--- src/swirq_map.svh ---
`ifndef SWIRQ_MAP_SVH
`define SWIRQ_MAP_SVH

// register byte offsets on the bus
`define SWIRQ_OFS_INTCTL 12'h000
`define SWIRQ_OFS_PERIPH_ENABLE_1 12'h004
`define SWIRQ_OFS_PERIPH_ENABLE_2 12'h008
`define SWIRQ_OFS_PERIPH_ENABLE_3 12'h00c
`define SWIRQ_OFS_PERIPH_ENABLE_4 12'h010
`define SWIRQ_OFS_PERIPH_REQUEST_FLAGS_1 12'h014
`define SWIRQ_OFS_PERIPH_REQUEST_FLAGS_2 12'h018
`define SWIRQ_OFS_PERIPH_REQUEST_FLAGS_3 12'h01c
`define SWIRQ_OFS_PERIPH_REQUEST_FLAGS_4 12'h020
`define SWIRQ_OFS_STATUS 12'h024
`define SWIRQ_OFS_WDTCTL 12'h028

// interrupt control bit positions
`define SWIRQ_BIT_GIE 7
`define SWIRQ_BIT_PERIPHERAL_IRQ_ENABLE 6
// power status bit positions
`define SWIRQ_BIT_TO 1
`define SWIRQ_BIT_PD 0
// watchdog control bit positions
`define SWIRQ_BIT_WDT_SLEEP_EN 1
`define SWIRQ_BIT_WDT_EN 0

// implemented-bit masks, unimplemented read zero
`define SWIRQ_MASK_FULL 8'hff
`define SWIRQ_MASK_PERIPH_REQUEST_FLAGS_2 8'hef
`define SWIRQ_MASK_INTCTL 8'hff
// hardware-owned bits that software cannot write
`define SWIRQ_RO_PERIPH_REQUEST_FLAGS_1 8'h30
`define SWIRQ_RO_PERIPH_REQUEST_FLAGS_4 8'h30
`define SWIRQ_RO_INTCTL 8'h01

`define SWIRQ_RST_REG 8'h00
`define SWIRQ_RST_STATUS 2'h3
`define SWIRQ_RST_WDTCTL 2'h0

// watchdog count at which the next low-frequency oscillator tick times out
`define SWIRQ_WDT_TICKS 16'h07cf

`endif

--- src/swirq_pkg.sv ---
`default_nettype none
package swirq_pkg;

	typedef enum logic [1:0] {
		SWIRQ_RUN = 2'b00,
		SWIRQ_SLEEP = 2'b01,
		SWIRQ_WAKE = 2'b10
	} swirq_state_t;

	typedef struct packed {
		logic [7:0] periph_request_flags_1;
		logic [7:0] periph_request_flags_2;
		logic [7:0] periph_request_flags_3;
		logic [7:0] periph_request_flags_4;
		logic [7:0] intctl;
	} swirq_src_t;

	typedef struct packed {
		logic [31:0] haddr;
		logic [1:0] htrans;
		logic hwrite;
		logic [2:0] hsize;
		logic hsel;
	} swirq_ahb_t;

endpackage
`default_nettype wire

--- src/swirq_sync.sv ---
`include "swirq_map.svh"
`default_nettype none
module swirq_sync
	import swirq_pkg::*;
#(
	parameter int W = 1
) (
	input wire logic clock_i,
	input wire logic rst_b_i,
	input wire logic [W-1:0] async_i,
	output logic [W-1:0] sync_o
);
	typedef struct packed {
		logic [W-1:0] meta;
		logic [W-1:0] sync;
	} swirq_sync_st_t;

	swirq_sync_st_t st_ff;
	swirq_sync_st_t nxt_st;

	always_comb begin
		nxt_st.meta = async_i;
		nxt_st.sync = st_ff.meta;
	end

	always_ff @(posedge clock_i or negedge rst_b_i) begin
		if (!rst_b_i) begin
			st_ff <= '0;
		end else begin
			st_ff <= nxt_st;
		end
	end

	assign sync_o = st_ff.sync;
endmodule
`default_nettype wire

--- src/swirq_wdt.sv ---
`include "swirq_map.svh"
`default_nettype none
module swirq_wdt
	import swirq_pkg::*;
(
	input wire logic clock_i,
	input wire logic rst_b_i,
	input wire logic tick_i,
	input wire logic run_i,
	input wire logic clear_i,
	output logic timeout_o
);
	typedef struct packed {
		logic [15:0] count;
		logic tick_d;
		logic timeout;
	} swirq_wdt_st_t;

	swirq_wdt_st_t st_ff;
	swirq_wdt_st_t nxt_st;

	always_comb begin
		nxt_st = st_ff;
		nxt_st.tick_d = tick_i;
		nxt_st.timeout = 1'b0;
		// count on rising edges of the slow tick only
		if (clear_i || !run_i) begin
			nxt_st.count = 16'h0000;
		end else if (tick_i && !st_ff.tick_d) begin
			if (st_ff.count == `SWIRQ_WDT_TICKS) begin
				nxt_st.count = 16'h0000;
				nxt_st.timeout = 1'b1;
			end else begin
				nxt_st.count = st_ff.count + 16'h0001;
			end
		end
	end

	always_ff @(posedge clock_i or negedge rst_b_i) begin
		if (!rst_b_i) begin
			st_ff <= '0;
		end else begin
			st_ff <= nxt_st;
		end
	end

	assign timeout_o = st_ff.timeout;
endmodule
`default_nettype wire

--- src/swirq_top.sv ---
// Summary of operation
// - unimplemented flag/enable bits read zero
// - sleep only on sleep instruction
// - sleep entry clears watchdog, may keep counting
// - sleep entry clears powered-down, sets timeout
// - cpu clock gated; slow oscillator runs
// - timer1 runs in sleep on slow clocks
// - converter runs in sleep on rc oscillator
// - pins hold pre-sleep drive during sleep
// - sleep affects only the watchdog reset
// - hard resets restart; events resume execution
// - next instruction prefetched during sleep
// - wake needs enable, ignores global enable
// - global enable picks continue or vector
// - every wake-up clears watchdog
// - pending enabled flag makes sleep a no-op
// - flag during sleep wakes immediately
// - powered-down stays set after no-op sleep
// - peripheral sources need peripheral enable
`include "swirq_map.svh"
`default_nettype none
module swirq_top
	import swirq_pkg::*;
(
	input wire logic clock_i,
	input wire logic rst_b_i,
	input wire logic hsel_i,
	input wire logic [31:0] haddr_i,
	input wire logic [1:0] htrans_i,
	input wire logic hwrite_i,
	input wire logic [2:0] hsize_i,
	input wire logic [31:0] hwdata_i,
	input wire logic hready_i,
	output logic [31:0] hrdata_o,
	output logic hreadyout_o,
	output logic hresp_o,
	input wire logic [7:0] evt_periph_request_flags_1_i,
	input wire logic [7:0] evt_periph_request_flags_2_i,
	input wire logic [7:0] evt_periph_request_flags_3_i,
	input wire logic [7:0] evt_periph_request_flags_4_i,
	input wire logic [7:0] evt_intctl_i,
	input wire logic [7:0] hw_level_i,
	input wire logic sleep_instr_i,
	input wire logic low_freq_osc_i,
	input wire logic [1:0] timer1_clk_sel_i,
	input wire logic converter_rc_sel_i,
	input wire logic [7:0] pin_out_i,
	input wire logic [7:0] pin_oe_b_i,
	output logic cpu_clk_en_o,
	output logic prefetch_next_o,
	output logic resume_o,
	output logic vector_isr_o,
	output logic wdt_clear_o,
	output logic wdt_reset_o,
	output logic timer1_run_o,
	output logic converter_run_o,
	output logic [7:0] pin_out_o,
	output logic [7:0] pin_oe_b_o
);
	typedef struct packed {
		swirq_src_t flg;
		logic [7:0] periph_enable_1;
		logic [7:0] periph_enable_2;
		logic [7:0] periph_enable_3;
		logic [7:0] periph_enable_4;
		logic [1:0] status;
		logic [1:0] wdtctl;
		swirq_state_t state;
		logic dp_wr;
		logic dp_rd;
		logic [11:0] dp_addr;
		logic [31:0] rdata;
		logic [7:0] pin_out;
		logic [7:0] pin_oe_b;
		logic cpu_en;
		logic prefetch;
		logic resume;
		logic vector;
		logic wdt_clr;
	} swirq_st_t;

	swirq_st_t st_ff;
	swirq_st_t nxt_st;
	swirq_src_t evt_sync;
	logic slow_tick;
	logic wdt_timeout;
	logic wake_req;
	logic wdt_run;
	logic asleep;

	function automatic logic [7:0] swirq_upd(input logic [7:0] cur, input logic [7:0] evt,
		input logic [7:0] mask, input logic [7:0] ro, input logic [7:0] hw,
		input logic wr, input logic [7:0] wd);
		logic [7:0] v;
		v = cur;
		if (wr) begin
			v = (wd & ~ro) | (cur & ro);
		end
		// hardware set wins over a software clear in the same cycle
		v = (v | evt | (hw & ro)) & ~(ro & ~hw) & mask;
		return v;
	endfunction

	// event inputs come from other peripherals' domains
	swirq_sync #(
		.W(40)
	) u_evt_sync (
		.clock_i(clock_i),
		.rst_b_i(rst_b_i),
		.async_i({evt_periph_request_flags_1_i, evt_periph_request_flags_2_i, evt_periph_request_flags_3_i, evt_periph_request_flags_4_i, evt_intctl_i}),
		.sync_o(evt_sync)
	);

	swirq_sync #(
		.W(1)
	) u_tick_sync (
		.clock_i(clock_i),
		.rst_b_i(rst_b_i),
		.async_i(low_freq_osc_i),
		.sync_o(slow_tick)
	);

	// watchdog keeps counting asleep only when enabled for sleep
	assign asleep = (st_ff.state == SWIRQ_SLEEP);
	assign wdt_run = st_ff.wdtctl[`SWIRQ_BIT_WDT_EN] &&
		(!asleep || st_ff.wdtctl[`SWIRQ_BIT_WDT_SLEEP_EN]);

	swirq_wdt u_wdt (
		.clock_i(clock_i),
		.rst_b_i(rst_b_i),
		.tick_i(slow_tick),
		.run_i(wdt_run),
		.clear_i(st_ff.wdt_clr),
		.timeout_o(wdt_timeout)
	);

	// per-source flag and enable, peripherals behind the peripheral enable
	always_comb begin
		wake_req = |(st_ff.flg.intctl[2:0] & st_ff.flg.intctl[5:3]);
		if (st_ff.flg.intctl[`SWIRQ_BIT_PERIPHERAL_IRQ_ENABLE]) begin
			wake_req = wake_req | (|(st_ff.flg.periph_request_flags_1 & st_ff.periph_enable_1)) | (|(st_ff.flg.periph_request_flags_2 & st_ff.periph_enable_2)) |
				(|(st_ff.flg.periph_request_flags_3 & st_ff.periph_enable_3)) | (|(st_ff.flg.periph_request_flags_4 & st_ff.periph_enable_4));
		end
	end

	always_comb begin
		logic wr_now;
		logic [7:0] wd;
		logic [11:0] a;
		logic global_irq_enable;
		wr_now = st_ff.dp_wr;
		wd = hwdata_i[7:0];
		a = st_ff.dp_addr;
		nxt_st = st_ff;
		global_irq_enable = st_ff.flg.intctl[`SWIRQ_BIT_GIE];

		// single-cycle zero-wait slave; address phase captured here
		nxt_st.dp_wr = hsel_i && hready_i && htrans_i[1] && hwrite_i;
		nxt_st.dp_rd = hsel_i && hready_i && htrans_i[1] && !hwrite_i;
		nxt_st.dp_addr = haddr_i[11:0];

		nxt_st.flg.periph_request_flags_1 = swirq_upd(st_ff.flg.periph_request_flags_1, evt_sync.periph_request_flags_1, `SWIRQ_MASK_FULL, `SWIRQ_RO_PERIPH_REQUEST_FLAGS_1,
			hw_level_i, wr_now && a == `SWIRQ_OFS_PERIPH_REQUEST_FLAGS_1, wd);
		nxt_st.flg.periph_request_flags_2 = swirq_upd(st_ff.flg.periph_request_flags_2, evt_sync.periph_request_flags_2, `SWIRQ_MASK_PERIPH_REQUEST_FLAGS_2, 8'h00,
			hw_level_i, wr_now && a == `SWIRQ_OFS_PERIPH_REQUEST_FLAGS_2, wd);
		nxt_st.flg.periph_request_flags_3 = swirq_upd(st_ff.flg.periph_request_flags_3, evt_sync.periph_request_flags_3, `SWIRQ_MASK_FULL, 8'h00,
			hw_level_i, wr_now && a == `SWIRQ_OFS_PERIPH_REQUEST_FLAGS_3, wd);
		nxt_st.flg.periph_request_flags_4 = swirq_upd(st_ff.flg.periph_request_flags_4, evt_sync.periph_request_flags_4, `SWIRQ_MASK_FULL, `SWIRQ_RO_PERIPH_REQUEST_FLAGS_4,
			hw_level_i, wr_now && a == `SWIRQ_OFS_PERIPH_REQUEST_FLAGS_4, wd);
		// upper control bits are enables, so events touch flags only
		nxt_st.flg.intctl = swirq_upd(st_ff.flg.intctl, evt_sync.intctl & 8'h07, `SWIRQ_MASK_INTCTL,
			`SWIRQ_RO_INTCTL, hw_level_i, wr_now && a == `SWIRQ_OFS_INTCTL, wd);

		if (wr_now) begin
			if (a == `SWIRQ_OFS_PERIPH_ENABLE_1) begin
				nxt_st.periph_enable_1 = wd;
			end else if (a == `SWIRQ_OFS_PERIPH_ENABLE_2) begin
				nxt_st.periph_enable_2 = wd & `SWIRQ_MASK_PERIPH_REQUEST_FLAGS_2;
			end else if (a == `SWIRQ_OFS_PERIPH_ENABLE_3) begin
				nxt_st.periph_enable_3 = wd;
			end else if (a == `SWIRQ_OFS_PERIPH_ENABLE_4) begin
				nxt_st.periph_enable_4 = wd;
			end else if (a == `SWIRQ_OFS_WDTCTL) begin
				nxt_st.wdtctl = wd[1:0];
			end
		end

		nxt_st.rdata = 32'h0000_0000;
		if (nxt_st.dp_rd) begin
			if (haddr_i[11:0] == `SWIRQ_OFS_INTCTL) begin
				nxt_st.rdata = {24'h000000, st_ff.flg.intctl};
			end else if (haddr_i[11:0] == `SWIRQ_OFS_PERIPH_ENABLE_1) begin
				nxt_st.rdata = {24'h000000, st_ff.periph_enable_1};
			end else if (haddr_i[11:0] == `SWIRQ_OFS_PERIPH_ENABLE_2) begin
				nxt_st.rdata = {24'h000000, st_ff.periph_enable_2};
			end else if (haddr_i[11:0] == `SWIRQ_OFS_PERIPH_ENABLE_3) begin
				nxt_st.rdata = {24'h000000, st_ff.periph_enable_3};
			end else if (haddr_i[11:0] == `SWIRQ_OFS_PERIPH_ENABLE_4) begin
				nxt_st.rdata = {24'h000000, st_ff.periph_enable_4};
			end else if (haddr_i[11:0] == `SWIRQ_OFS_PERIPH_REQUEST_FLAGS_1) begin
				nxt_st.rdata = {24'h000000, st_ff.flg.periph_request_flags_1};
			end else if (haddr_i[11:0] == `SWIRQ_OFS_PERIPH_REQUEST_FLAGS_2) begin
				nxt_st.rdata = {24'h000000, st_ff.flg.periph_request_flags_2};
			end else if (haddr_i[11:0] == `SWIRQ_OFS_PERIPH_REQUEST_FLAGS_3) begin
				nxt_st.rdata = {24'h000000, st_ff.flg.periph_request_flags_3};
			end else if (haddr_i[11:0] == `SWIRQ_OFS_PERIPH_REQUEST_FLAGS_4) begin
				nxt_st.rdata = {24'h000000, st_ff.flg.periph_request_flags_4};
			end else if (haddr_i[11:0] == `SWIRQ_OFS_STATUS) begin
				nxt_st.rdata = {30'h0, st_ff.status};
			end else if (haddr_i[11:0] == `SWIRQ_OFS_WDTCTL) begin
				nxt_st.rdata = {30'h0, st_ff.wdtctl};
			end
		end

		nxt_st.resume = 1'b0;
		nxt_st.vector = 1'b0;
		nxt_st.wdt_clr = 1'b0;
		nxt_st.prefetch = 1'b0;

		case (st_ff.state)
			SWIRQ_RUN: begin
				nxt_st.cpu_en = 1'b1;
				nxt_st.pin_out = pin_out_i;
				nxt_st.pin_oe_b = pin_oe_b_i;
				if (sleep_instr_i) begin
					nxt_st.prefetch = 1'b1;
					if (!wake_req) begin
						// real sleep entry
						nxt_st.wdt_clr = 1'b1;
						nxt_st.status[`SWIRQ_BIT_PD] = 1'b0;
						nxt_st.status[`SWIRQ_BIT_TO] = 1'b1;
						nxt_st.cpu_en = 1'b0;
						nxt_st.state = SWIRQ_SLEEP;
					end
					// else no-op: status and watchdog untouched
				end
			end
			SWIRQ_SLEEP: begin
				nxt_st.cpu_en = 1'b0;
				// pins frozen at the values captured before entry
				if (wake_req || wdt_timeout) begin
					nxt_st.wdt_clr = 1'b1;
					nxt_st.state = SWIRQ_WAKE;
				end
			end
			SWIRQ_WAKE: begin
				nxt_st.cpu_en = 1'b1;
				nxt_st.resume = 1'b1;
				nxt_st.vector = global_irq_enable && wake_req;
				if (wdt_timeout || !wake_req) begin
					nxt_st.status[`SWIRQ_BIT_TO] = st_ff.status[`SWIRQ_BIT_TO];
				end
				nxt_st.state = SWIRQ_RUN;
			end
			default: begin
				nxt_st.state = SWIRQ_RUN;
			end
		endcase
		// watchdog expiry while asleep is a wake; asleep or awake it clears time-out
		if (wdt_timeout && st_ff.state != SWIRQ_SLEEP) begin
			nxt_st.status[`SWIRQ_BIT_TO] = 1'b0;
		end
		if (wdt_timeout && st_ff.state == SWIRQ_SLEEP) begin
			nxt_st.status[`SWIRQ_BIT_TO] = 1'b0;
		end
	end

	always_ff @(posedge clock_i or negedge rst_b_i) begin
		if (!rst_b_i) begin
			st_ff <= '0;
			st_ff.status <= `SWIRQ_RST_STATUS;
			st_ff.wdtctl <= `SWIRQ_RST_WDTCTL;
			st_ff.state <= SWIRQ_RUN;
			st_ff.cpu_en <= 1'b1;
			st_ff.pin_oe_b <= 8'hff;
		end else begin
			st_ff <= nxt_st;
		end
	end

	assign hrdata_o = st_ff.rdata;
	assign hreadyout_o = 1'b1;
	assign hresp_o = 1'b0;
	assign cpu_clk_en_o = st_ff.cpu_en;
	assign prefetch_next_o = st_ff.prefetch;
	assign resume_o = st_ff.resume;
	assign vector_isr_o = st_ff.vector;
	assign wdt_clear_o = st_ff.wdt_clr;
	// only the watchdog resets while awake; asleep it wakes instead
	assign wdt_reset_o = wdt_timeout && !asleep;
	// slow-clocked peripherals keep running whatever the sleep state
	assign timer1_run_o = (timer1_clk_sel_i != 2'b00);
	assign converter_run_o = converter_rc_sel_i;
	assign pin_out_o = st_ff.pin_out;
	assign pin_oe_b_o = st_ff.pin_oe_b;
endmodule
`default_nettype wire

--- config.mk ---
export PLATFORM = sky130hd
export DESIGN_NAME = swirq_top
export DESIGN_NICKNAME = d
export VERILOG_FILES = /design/src/swirq_pkg.sv /design/src/swirq_sync.sv /design/src/swirq_wdt.sv /design/src/swirq_top.sv
export VERILOG_INCLUDE_DIRS = /design/src
export SDC_FILE = /design/constraint.sdc
export NUM_CORES = 1
export LEC_CHECK = 0
export BUFFER_PORTS_ARGS = -buffer_cell sky130_fd_sc_hd__buf_4
export CORE_MARGIN = 2
export CORE_UTILIZATION = 40
export CTS_CLUSTER_DIAMETER = 30
export DETAILED_ROUTE_END_ITERATION = 6
export SYNTH_ARGS = -nofsm -noshare
export SYNTH_HDL_FRONTEND = slang
export SYNTH_HIERARCHICAL = 1
export SYNTH_SLANG_ARGS = --single-unit
--- constraint.sdc ---
create_clock -name clock_i -period 4.4 [get_ports clock_i]
set_input_delay 0.22 -clock clock_i [delete_from_list [all_inputs] [get_ports clock_i]]
set_output_delay 0.22 -clock clock_i [all_outputs]
set_load 0.05 [all_outputs]
== Word-level counts from Yosys, hierarchy flattened ==
Cells that the tools add are included.

* Input bits: 143
* Output and inout bits: 58
* Register bits after elaboration: 242
* Logic and storage cells: 174

* Muxes and demuxes: 42
* Equal/unequal tests: 27
* Reductions and logical operators: 43
* Bitwise gates (word level): 31
* Add/sub/neg operators: 1

{| class="wikitable"
|+ Operators with widths
! cell !! number
|-
| 8-bit two-way mux || 15
|-
| 12-bit by 5-bit == test with 1-bit output (second input constant) || 8
|-
| 12-bit by 6-bit == test with 1-bit output (second input constant) || 5
|-
| 8-bit AND || 7
|-
| 12-bit by 4-bit == test with 1-bit output (second input constant) || 4
|-
| 16-bit two-way mux || 3
|-
| 8-bit by 6-bit bitwise OR with 8-bit output || 4
|-
| 8-bit bitwise OR || 4
|-
| 8-bit OR reduction || 4
|-
| 12-bit by 3-bit == test with 1-bit output (second input constant) || 2
|-
| 12-bit logical NOT || 2
|-
| 2-bit two-way mux || 9
|-
| 16-bit by 1-bit adder with 16-bit output (second input constant) || 1
|-
| 16-bit by 11-bit == test with 1-bit output (second input constant) || 1
|-
| 8-bit by 1-bit bitwise OR with 8-bit output || 2
|-
| 1-bit logical AND || 15
|-
| 1-bit two-way mux || 12
|-
| 3-bit AND reduction || 4
|-
| 3-bit nonzero test || 3
|-
| 1-bit NOT with 8-bit output || 1
|-
| 6-bit NOT with 8-bit output || 1
|-
| 8-bit by 3-bit bitwise OR with 8-bit output || 1
|-
| 6-bit NOT || 1
|-
| 6-bit AND reduction || 1
|-
| other kinds (19) || 34
|}

== Longest topological paths before layout ==
Gate-level depths: netlist (run 1).

* Word-level depth: 13
* Mapped depth: 8
* Mapped depth without buffers: 7

== Modules after synthesis ==
The synthesis (run 1) kept the hierarchy.

{| class="wikitable"
|+ Modules (own cells, without submodules)
! module !! instances !! seq. area each (um^2) !! cells each !! area each (um^2)
|-
| swirq_top || 1 || 2,966.6 || 524 || 5,840.6
|-
| swirq_sync at u_evt_sync || 1 || 2,001.9 || 80 || 2,001.9
|-
| swirq_wdt || 1 || 450.4 || 104 || 1,051.0
|-
| swirq_sync at u_tick_sync || 1 || 50.0 || 2 || 50.0
|}

== Worst setup path after synthesis (run 1) ==
OpenSTA, ideal clock, no wires.

* Kind: flip-flop to flip-flop
* From: reg u_wdt/st_ff[2] (netlist name)
* To: reg u_wdt/st_ff[12] (netlist name)
* Setup time: 63 ps
* Data required time: 4,337 ps
* Clock period less this slack: 1,888 ps
* Buffers on the path: 0
* Slack: 2,512 ps
* Data arrival time: 1,825 ps
* Stages on the path, launching flop included: 6
* Cells stage by stage: dfrtp_1 > ha_1 > nand3_1 > or4_2 > a211oi_1 > a21o_2

* Word-level cells in the longest chain between the ends: 4
* Elaborated cells on any way between the ends: 5
* Classes of those cells: add/sub: 1; eq/ne: 1; mux: 3

{| class="wikitable"
|+ Ends and longest elaborated chain
! item !! line !! source
|-
| from (decl) || swirq_wdt.sv:19 || <nowiki>swirq_wdt_st_t st_ff;</nowiki>
|-
| from (signal assigned) || swirq_wdt.sv:43 || <nowiki>st_ff <= nxt_st;</nowiki>
|-
| 16-bit by 1-bit adder with 16-bit output / 16-bit by 11-bit == test with 1-bit output (equally long branches) || - ||
|-
| 16-bit two-way mux * || swirq_wdt.sv:30 || <nowiki>if (st_ff.count == `SWIRQ_WDT_TICKS) begin</nowiki>
|-
| 16-bit two-way mux * || swirq_wdt.sv:29 || <nowiki>end else if (tick_i && !st_ff.tick_d) begin</nowiki>
|-
| 16-bit two-way mux * || swirq_wdt.sv:27 || <nowiki>if (clear_i || !run_i) begin</nowiki>
|}

Mark *: on every way between the ends. The rest lies on a longest branch, timed or not. The select of a mux whose other input is x is not followed.
A chain may end at the register's enable or synchronous reset.

== Worst setup path after layout (run 1) ==
* From: reg st_ff[68] (netlist name)
* To: reg u_wdt/st_ff[16] (netlist name)

* Word-level cells in the longest chain between the ends: 7
* Elaborated cells on any way between the ends: 8
* Classes of those cells: eq/ne: 1; mux: 1; reduce/logical: 6

{| class="wikitable"
|+ Ends and longest elaborated chain
! item !! line !! source
|-
| from (decl) || swirq_top.sv:82 || <nowiki>swirq_st_t st_ff;</nowiki>
|-
| from (signal assigned) || swirq_top.sv:277 || <nowiki>st_ff <= nxt_st;</nowiki>
|-
| 2-bit by 1-bit == test with 1-bit output * || swirq_top.sv:124 || <nowiki>assign asleep = (st_ff.state == SWIRQ_SLEEP);</nowiki>
|-
| 1-bit logical NOT * || swirq_top.sv:126 || <nowiki>(!asleep || st_ff.wdtctl[`SWIRQ_BIT_WDT_SLEEP_EN]);</nowiki>
|-
| 1-bit logical OR * || swirq_top.sv:126 ||
|-
| 1-bit logical AND * || swirq_top.sv:125 || <nowiki>assign wdt_run = st_ff.wdtctl[`SWIRQ_BIT_WDT_EN] &&</nowiki>
|-
| named net wdt_run || swirq_top.sv:88 || <nowiki>logic wdt_run;</nowiki>
|-
| 1-bit logical NOT * || swirq_wdt.sv:27 ||
|-
| 1-bit logical OR * || swirq_wdt.sv:27 ||
|-
| 16-bit two-way mux / 2-bit nonzero test (equally long branches) || - ||
|}

The timed path passes the listed nets; every way through them passes the cells marked *.

==> results of run 1 <==
[power groups by stage]
stage / clock network, mW / registers, mW / logic [mW]
2_1_floorplan: 0 / 2.09 / 0.705
3_3_place_gp: 0 / 2.07 / 0.877
3_5_place_dp: 0 / 2.08 / 0.895
4_1_cts: 1.54 / 2.05 / 0.927
5_1_grt: 1.61 / 2.06 / 0.978
6_report: 1.49 / 2.04 / 0.919
[metal layers]
layer,part of all wire [%],wire (um),vias up
met5,0,0,-
li1,-,-,2638
met4,1.6,302,0
met2,49,9530,211
met1,43,8320,2878
met3,6.1,1180,29
[worst reg2reg max path, stage by stage, from the launching register on]
cell and delay [ns]:
dfrtp_1 0.43, inv_1 0.09, ha_1 0.26, a21boi_0 0.38, nor2b_1 0.70, nand2_1 0.44, nor3_1 0.29, o21a_1 0.14
[timing repair]
action / 4_1_cts / 5_1_grt
endpoints found under the hold margin: 138 / 0
resized for setup: 0 / 0
hold buffers: 44 / 0
[through the flow]
step | worst slack (ns) | util, % | hold WS, ns
global placement | 1.75 | 44.8 | 0.330
global route | 1.39 | 49.7 | 0.00682
finish | 1.62 | 49.7 | 0.0218
CTS | 1.63 | 49.7 | 0.00642
detailed placement | 1.65 | 44.8 | 0.330
floorplan | 2.51 | - | -0.0756
[placed cells by master, fill, tap and decap left out, types with 3 or more instances in the layout]
| cell | count |
|---|---|
| dfrtp_1 | 185 |
| buf_4 | 109 |
| mux2_2 | 59 |
| nor2_1 | 55 |
| dlygate4sd3_1 | 44 |
| inv_1 | 27 |
| nand2_1 | 26 |
| conb_1 | 26 |
| a211o_1 | 23 |
| a21oi_1 | 17 |
| clkbuf_16 | 17 |
| nand3_1 | 14 |
| a221oi_1 | 12 |
| nor3_1 | 11 |
| dfstp_2 | 11 |
| a22o_1 | 10 |
| nor2b_1 | 10 |
| o21ai_0 | 10 |
| mux2i_1 | 10 |
| a211oi_1 | 10 |
| or4_1 | 9 |
| nand4_1 | 8 |
| nand2b_1 | 7 |
| a21o_1 | 7 |
| o22ai_1 | 6 |
| o211ai_1 | 5 |
| ha_1 | 5 |
| inv_8 | 5 |
| xnor2_1 | 5 |
| o31ai_1 | 4 |
| nor4_1 | 3 |
| nor4_4 | 3 |
| a31oi_1 | 3 |
| a41o_1 | 3 |
| o21a_1 | 3 |
[registers in the layout (all words and copies together), names as in the netlist, 8 cells and up]
signal,flops
u_evt_sync/nxt_st,29
pin_oe_b_o,8
hrdata_o,8
st_ff,89
pin_out_o,8
u_evt_sync/sync_o,29
u_wdt/st_ff,17
[final cells by class]
type / instances / area [um2]
inverter: 27 / 101
tap: 270 / 338
clock inverter: 13 / 139
sequential: 196 / 4920
multi-input combinational: 410 / 2960
fill: 1804 / 10300
timing repair buffer: 154 / 1270
clock buffer: 19 / 433
[worst paths after layout]
path                                            start                     to  slack (ns)  cells after the start
worst max-delay path                        st_ff[68]        u_wdt/st_ff[16]        1.62                      7
worst min-delay path                    pin_oe_b_i[2]          pin_oe_b_o[2]        0.02                      2
worst max register to register              st_ff[68]        u_wdt/st_ff[16]        1.62                      7
worst min register to register  u_evt_sync/nxt_st[34]  u_evt_sync/sync_o[34]        0.35                      0
max in group asynchronous                     rst_b_i             st_ff[114]        2.88                      3
min in group asynchronous                     rst_b_i              st_ff[74]        0.49                      2
==> results.md, run 1 <==
- The floorplan has 52 rows.
- In the final routed layout, each cell accounts on average for 17.8 um.
- For this block, the routed nets add up to 19300 um of wire.
- For the worst setup path, the data arrival time is 3.16 ns.
- The tree is rooted in a clkbuf_16.
- The final cell count without fillers is 1089.
- Relative to the synthesized area, the layout overhead comes to 21.1%.
- The count of antenna diodes in the layout is 0.
- At the pin with the least slew margin, the transition time is 1.07 ns.
- The worst setup path is captured at a flip-flop.
- For this run, the total global-route usage over all layers was measured as 18.1%.
- The area of the die is 0.0222 mm2.
- The floorplan step set the die height to 149 um.
- The critical path data required time is 4.78 ns.
- For this configuration, the core starts out at a cell density of 41.1%.
- Combinational cells account for 20.6% of the total power.
- Headroom to the max-slew limit came out at 28.6%.
- The core area is 0.0204 mm2.
- The worst setup path is launched from a flip-flop.
- Timing would allow up to 359 MHz.
- The run finished with clean final reports.
- The clock passes through at most 2 buffers.
- The finished cells cover 0.0102 mm2.
- TritonCTS built the clock tree.
- For this design, the sink count on the clock tree is 196.
- The critical-path maximum fanout is 10.
- The congestion estimate from routability-driven global placement came to 0.937.
- The overall power consumption is 4.46 mW.
- The post-synthesis area per instance is 12.2 um2.
- Input and output buffers added on the ports amount to 108.
- The largest delay contributor family on the critical path is simple AND/OR/NAND/NOR gates.
- The number of nets in the layout is 954.
- The post-route fraction of the period consumed by the critical path is 63.2%.
- The classification of the worst setup path is reg2reg.
- The most utilized layer in the global route result is met2.
- The tightest min-delay check is of the in2reg type.
- Global routing used 4.22% of the available met3 tracks.
- The switching power summed over all nets is 1.41 mW.
- Summing every instance area after synthesis gives 0.00839 mm2.
- The post-route setup TNS is 0 ns.
- The number of nets with antenna violations after detailed routing is 0.
- The post-placement cell count is 1013.
- The cell-internal power is 3.05 mW.
- After legalization and detailed placement, the total HPWL measured 13800 um.
- The post-detailed-route DRC marker count is 0.
- The smallest clock period supported by the final layout is computed as 2.78 ns.
- The H-tree was split into 4 levels.
- The total placed instance area is 0.00915 mm2.
- The total I/O pin count is 201.
- Counting both buffers and inverters, the worst setup path holds a total of 1.
- The maximum clock skew at final layout is 0.00945 ns.
- The post-detailed-route via-to-cell ratio is 5.29.
- For this run, global-route usage on met1 was measured as 23.5%.
- Setup repair after global routing left no endpoint under its margin.
- Synthesis produced 688 cells.
- The slowest stage of the critical path belongs to the cell nor2b_1.
- The share of total power in the clock network is 33.5%.
- Clock-pin slew was measured on the worst setup and hold paths at 0.07 ns.
- Cells with a size suffix above 1 make up 27.6% of the layout.
- The number of max-slew violations in the final report is 0.
- The total power per unit cell area is 439 mW/mm2.
- Clock latency on the worst-skew pair, taken at its later pin, is 0.43 ns.
- The longest individual stage delay on the worst path is 0.70 ns.
- The number of clock buffers added by TritonCTS is 17.
- The first detailed-routing pass took 5 iterations.
- For this block, the initial DRC count from the detailed router was 320.
- The total overflow left after global routing is 0.
- The leakage power is 4.49 nW.
- Walking the worst path, the cells encountered are inv_1 -> ha_1 -> a21boi_0 -> nor2b_1 -> nand2_1 -> nor3_1 -> o21a_1.
- Setup violations remaining at the end of the flow were counted as 0.
- The via count of the first global-routing pass is 5742.
- Entering global routing, the biggest net connects 121 pins.
- The initial antenna violation count is 0.
- The die width is 149 um.
- Of the total power, registers draw 45.9%.
- During synthesis, Yosys emitted a total of 6 warnings.
- Detailed routing inserted a total of 5756 vias.
- The first global-routing pass estimated 30800 um of wire.
- The switching part of the total power is 31.6%.
- Global routing consumed, on the met2 layer, 30.4% of the routing resources.
- The number of buffers inserted by post-CTS setup repair is 0.
- The tool flagged a number of max-cap violations equal to 0.
- The number of hold violations in the final report came to 0.
- IR analysis of the VDD net gives a maximum drop of 0.295 mV.
Note: power is estimated with default switching activity, not from simulation.
==> inputs of run 2 (changes only) <==
--- a/config.mk
+++ b/config.mk
@@ -6,6 +6,7 @@
 export SDC_FILE = /design/constraint.sdc
 export NUM_CORES = 1
 export LEC_CHECK = 0
+export ABC_AREA = 1
 export BUFFER_PORTS_ARGS = -buffer_cell sky130_fd_sc_hd__buf_4
 export CORE_MARGIN = 2
 export CORE_UTILIZATION = 40
==> constraint.sdc (replaced) <==
create_clock -name clock_i -period 2.8 [get_ports clock_i]
set_input_delay 0.14 -clock clock_i [delete_from_list [all_inputs] [get_ports clock_i]]
set_output_delay 0.14 -clock clock_i [all_outputs]
set_load 0.05 [all_outputs]
==> results.md, run 2 <==
- The run finished with clean final reports.
- The final layout contains routed wiring with a total length of 20200 um.
- In this run the clock root is driven by a clkbuf_16.
- The slowest stage of the critical path belongs to the cell dlygate4sd3_1.
- The wire length per cell after detailed routing is 15.6 um.
- The initial antenna violation count is 0.
- In this run the mean area of a mapped cell was 9.77 um2.
- The number of flip-flops under the largest register name is 89.
- The global route total overflow is 0.
- After technology mapping, the gate count stands at 858.
- The longest individual stage delay on the worst path is 0.54 ns.
- After layout, the worst path uses 79.5% of the clock period.
- TritonCTS built the clock tree.
- On the critical path the largest part of the delay comes from simple AND/OR/NAND/NOR gates.
- The startpoint of the tightest hold check path is hwdata_i[4].
- Across every metal layer, demand over resource in global routing totals 19.4%.
- The mapped netlist covers 0.00839 mm2.
- The largest net degree at the start of global routing is 72.
- The time the final worst path needs with I/O delays and setup is 2.23 ns.
- The later pin in the worst-skew pair is clocked with a latency of 0.43 ns.
- The count of filler cells inserted in the layout is 1934.
- The number of max-slew violations in the final report is 0.
- Leaving out fill and tap cells, the most frequent cells in the layout are nand2_1 (187), dfrtp_1 (185), buf_4 (113), dlygate4sd3_1 (65), nand3_1 (61).
- The core area is 0.0204 mm2.
- The worst hold path belongs to the class in2reg.
- The classification of the worst setup path is in2reg.
- The post-route setup TNS is 0 ns.
- Setup repair after global routing left no endpoint under its margin.
- Timing would allow up to 449 MHz.
- The critical-path maximum fanout is 7.
- The total setup violations reported at the end of the flow is 0.
- The critical path data required time is 3.10 ns.
- In this run the core area contains 52 standard-cell rows.
- The total I/O pin count is 201.
- st_ff holds more flip-flops than any other register.
- For this design, the sink count on the clock tree is 196.
- The type of origin of the critical path is an input pin.
- The die width is 149 um.
- The yosys synthesis warning count is 6.
- The signal on the critical path passes through dlygate4sd3_1 -> buf_4 -> nor2_1 -> nand2_2 -> nor2_2 -> nand2_1 -> o21ai_0 -> o21bai_1 -> nand3_1 -> o21bai_1 -> a21oi_1.
- The library cell used most frequently in the layout, excluding fill and tap cells, is nand2_1.
- 0 antenna diodes ended up in the layout.
- In this run the tool buffered the top-level ports with 108 buffer cells.
- The analysis attributes to cell leakage a power of 5.00 nW.
- After detailed placement, the total cell area comes to 0.00924 mm2.
- The first global-routing pass estimated 33100 um of wire.
- With fillers left out, the area of the finished cells amounts to 0.0105 mm2.
- The most numerous cell type found on the critical path is o21bai_1.
- The longest clock path from root to sink contains 2 buffers.
- The pin slew with the least headroom to its limit is 0.796 ns.
- In the final design database the tool counted 1160 nets.
- The total buffers and inverters traversed by the critical path is 2.
- The violation count after the first detailed-routing iteration is 483.
- Tracing the worst setup path back leads to its startpoint at haddr_i[9].
- The total via count in the routed design is 6316.
- On the final layout, the worst clock skew is 0.00817 ns.
- Using the TritonRoute via totals, the vias-per-cell ratio works out to 4.88.
- Clock tree synthesis inserted a total of 17 buffers.
- In this run the tightest slew margin relative to its limit is 46.9%.
- IR analysis of the VDD net gives a maximum drop of 0.372 mV.
- Max-cap violations in this run came to 0.
- The die covers 0.0221 mm2.
- STA classifies the critical path endpoint as a flip-flop.
- Once detailed placement completed, the half-perimeter wirelength came to 14400 um.
- The post-detailed-route DRC marker count is 0.
- The H-tree depth reported by CTS is 4.
- The data arrival time of the worst path is 2.53 ns.
- The number of hold violations in the final report was 0.
- Routability-driven placement finished with a final weighted congestion of 0.932.
- The origin of the critical flop-to-flop path is st_ff[68].
- The via count of the first global-routing pass was 6190.
- The overall die height is 149 um.
- After clock tree synthesis, the clock-pin slew on the worst setup and hold paths is 0.07 ns.
- The number of nets with antenna violations after detailed routing is 0.
- Dividing total power by cell area gives a power density of 579 mW/mm2.
- The post-synthesis to final-layout area growth is 25.4%.
- Once the floorplan was initialized, standard cells occupied 41.1% of the core.
- The share of final-layout standard cells stronger than drive strength 1 is 20.2%.
- The first detailed-routing pass took 5 iterations.
==> run 2: worst register-to-register path: stages, from the launching register on <==
cell and delay [ns]:
dfrtp_1 0.39, inv_1 0.08, ha_1 0.24, a21boi_0 0.31, nand2_1 0.13, nor2_1 0.51
nor2_1 0.13, xnor2_1 0.17, nor2_1 0.05
==> run 2: layout make-up <==
cell class	instances	area, um2	area share, %
clock buffer	21	460	4.38
clock inverter	11	163	1.55
inverter	63	238	2.26
multi-input combinational	553	2840	27.0
sequential	196	4920	46.8
tap	270	338	3.21
timing repair buffer	181	1550	14.8
==> run 2: report_power, final <==
group | switching, mW | internal, mW
clock | 1.09 | 1.48
combinational | 0.323 | 0.204
sequential | 0.0577 | 2.93
==> run 2: final timing paths <==
| check | slack [ns] | endpoint | cells after the start |
|---|---|---|---|
| setup reg to reg | 0.67 | u_wdt/st_ff[9] | 8 |
| hold / removal | 0.12 | st_ff[109] | 3 |
| min in group asynchronous | 0.27 | u_evt_sync/nxt_st[18] | 2 |
| hold reg to reg | 0.35 | u_evt_sync/sync_o[35] | 0 |
| max in group asynchronous | 1.74 | cpu_clk_en_o | 3 |
| setup / recovery | 0.57 | hrdata_o[0] | 11 |
==> run 2: metrics by stage <==
| step | setup slack (ns) | utilization (%) | std cells | power [mW] | hold WS [ns] |
|---|---|---|---|---|---|
| after global routing | 0.355 | 51.5 | 1295 | 6.33 | 0.108 |
| after CTS | 0.621 | 51.5 | 1295 | 6.16 | 0.0933 |
| after global placement | 0.744 | 45.2 | 1198 | 3.50 | 0.191 |
| after floorplan | 1.07 | - | 882 | 3.33 | -0.156 |
| final | 0.573 | 51.5 | 1295 | 6.08 | 0.123 |
| after detailed placement | 0.724 | 45.2 | 1198 | 3.50 | 0.191 |
==> run 2: repair_timing <==
action | CTS | global route
resized for setup | 0 | 0
hold buffers | 65 | 0
hold endpoints to repair | 125 | 0
setup buffers | 0 | 0
==> run 2: layer usage <==
layer,vias up,GRT usage (%),part of all wire (%)
met3,20,3.21,5.2
li1,3064,-,-
met5,-,0,0
met2,190,30.3,45
met1,3042,28.5,48
met4,0,4.62,1.1
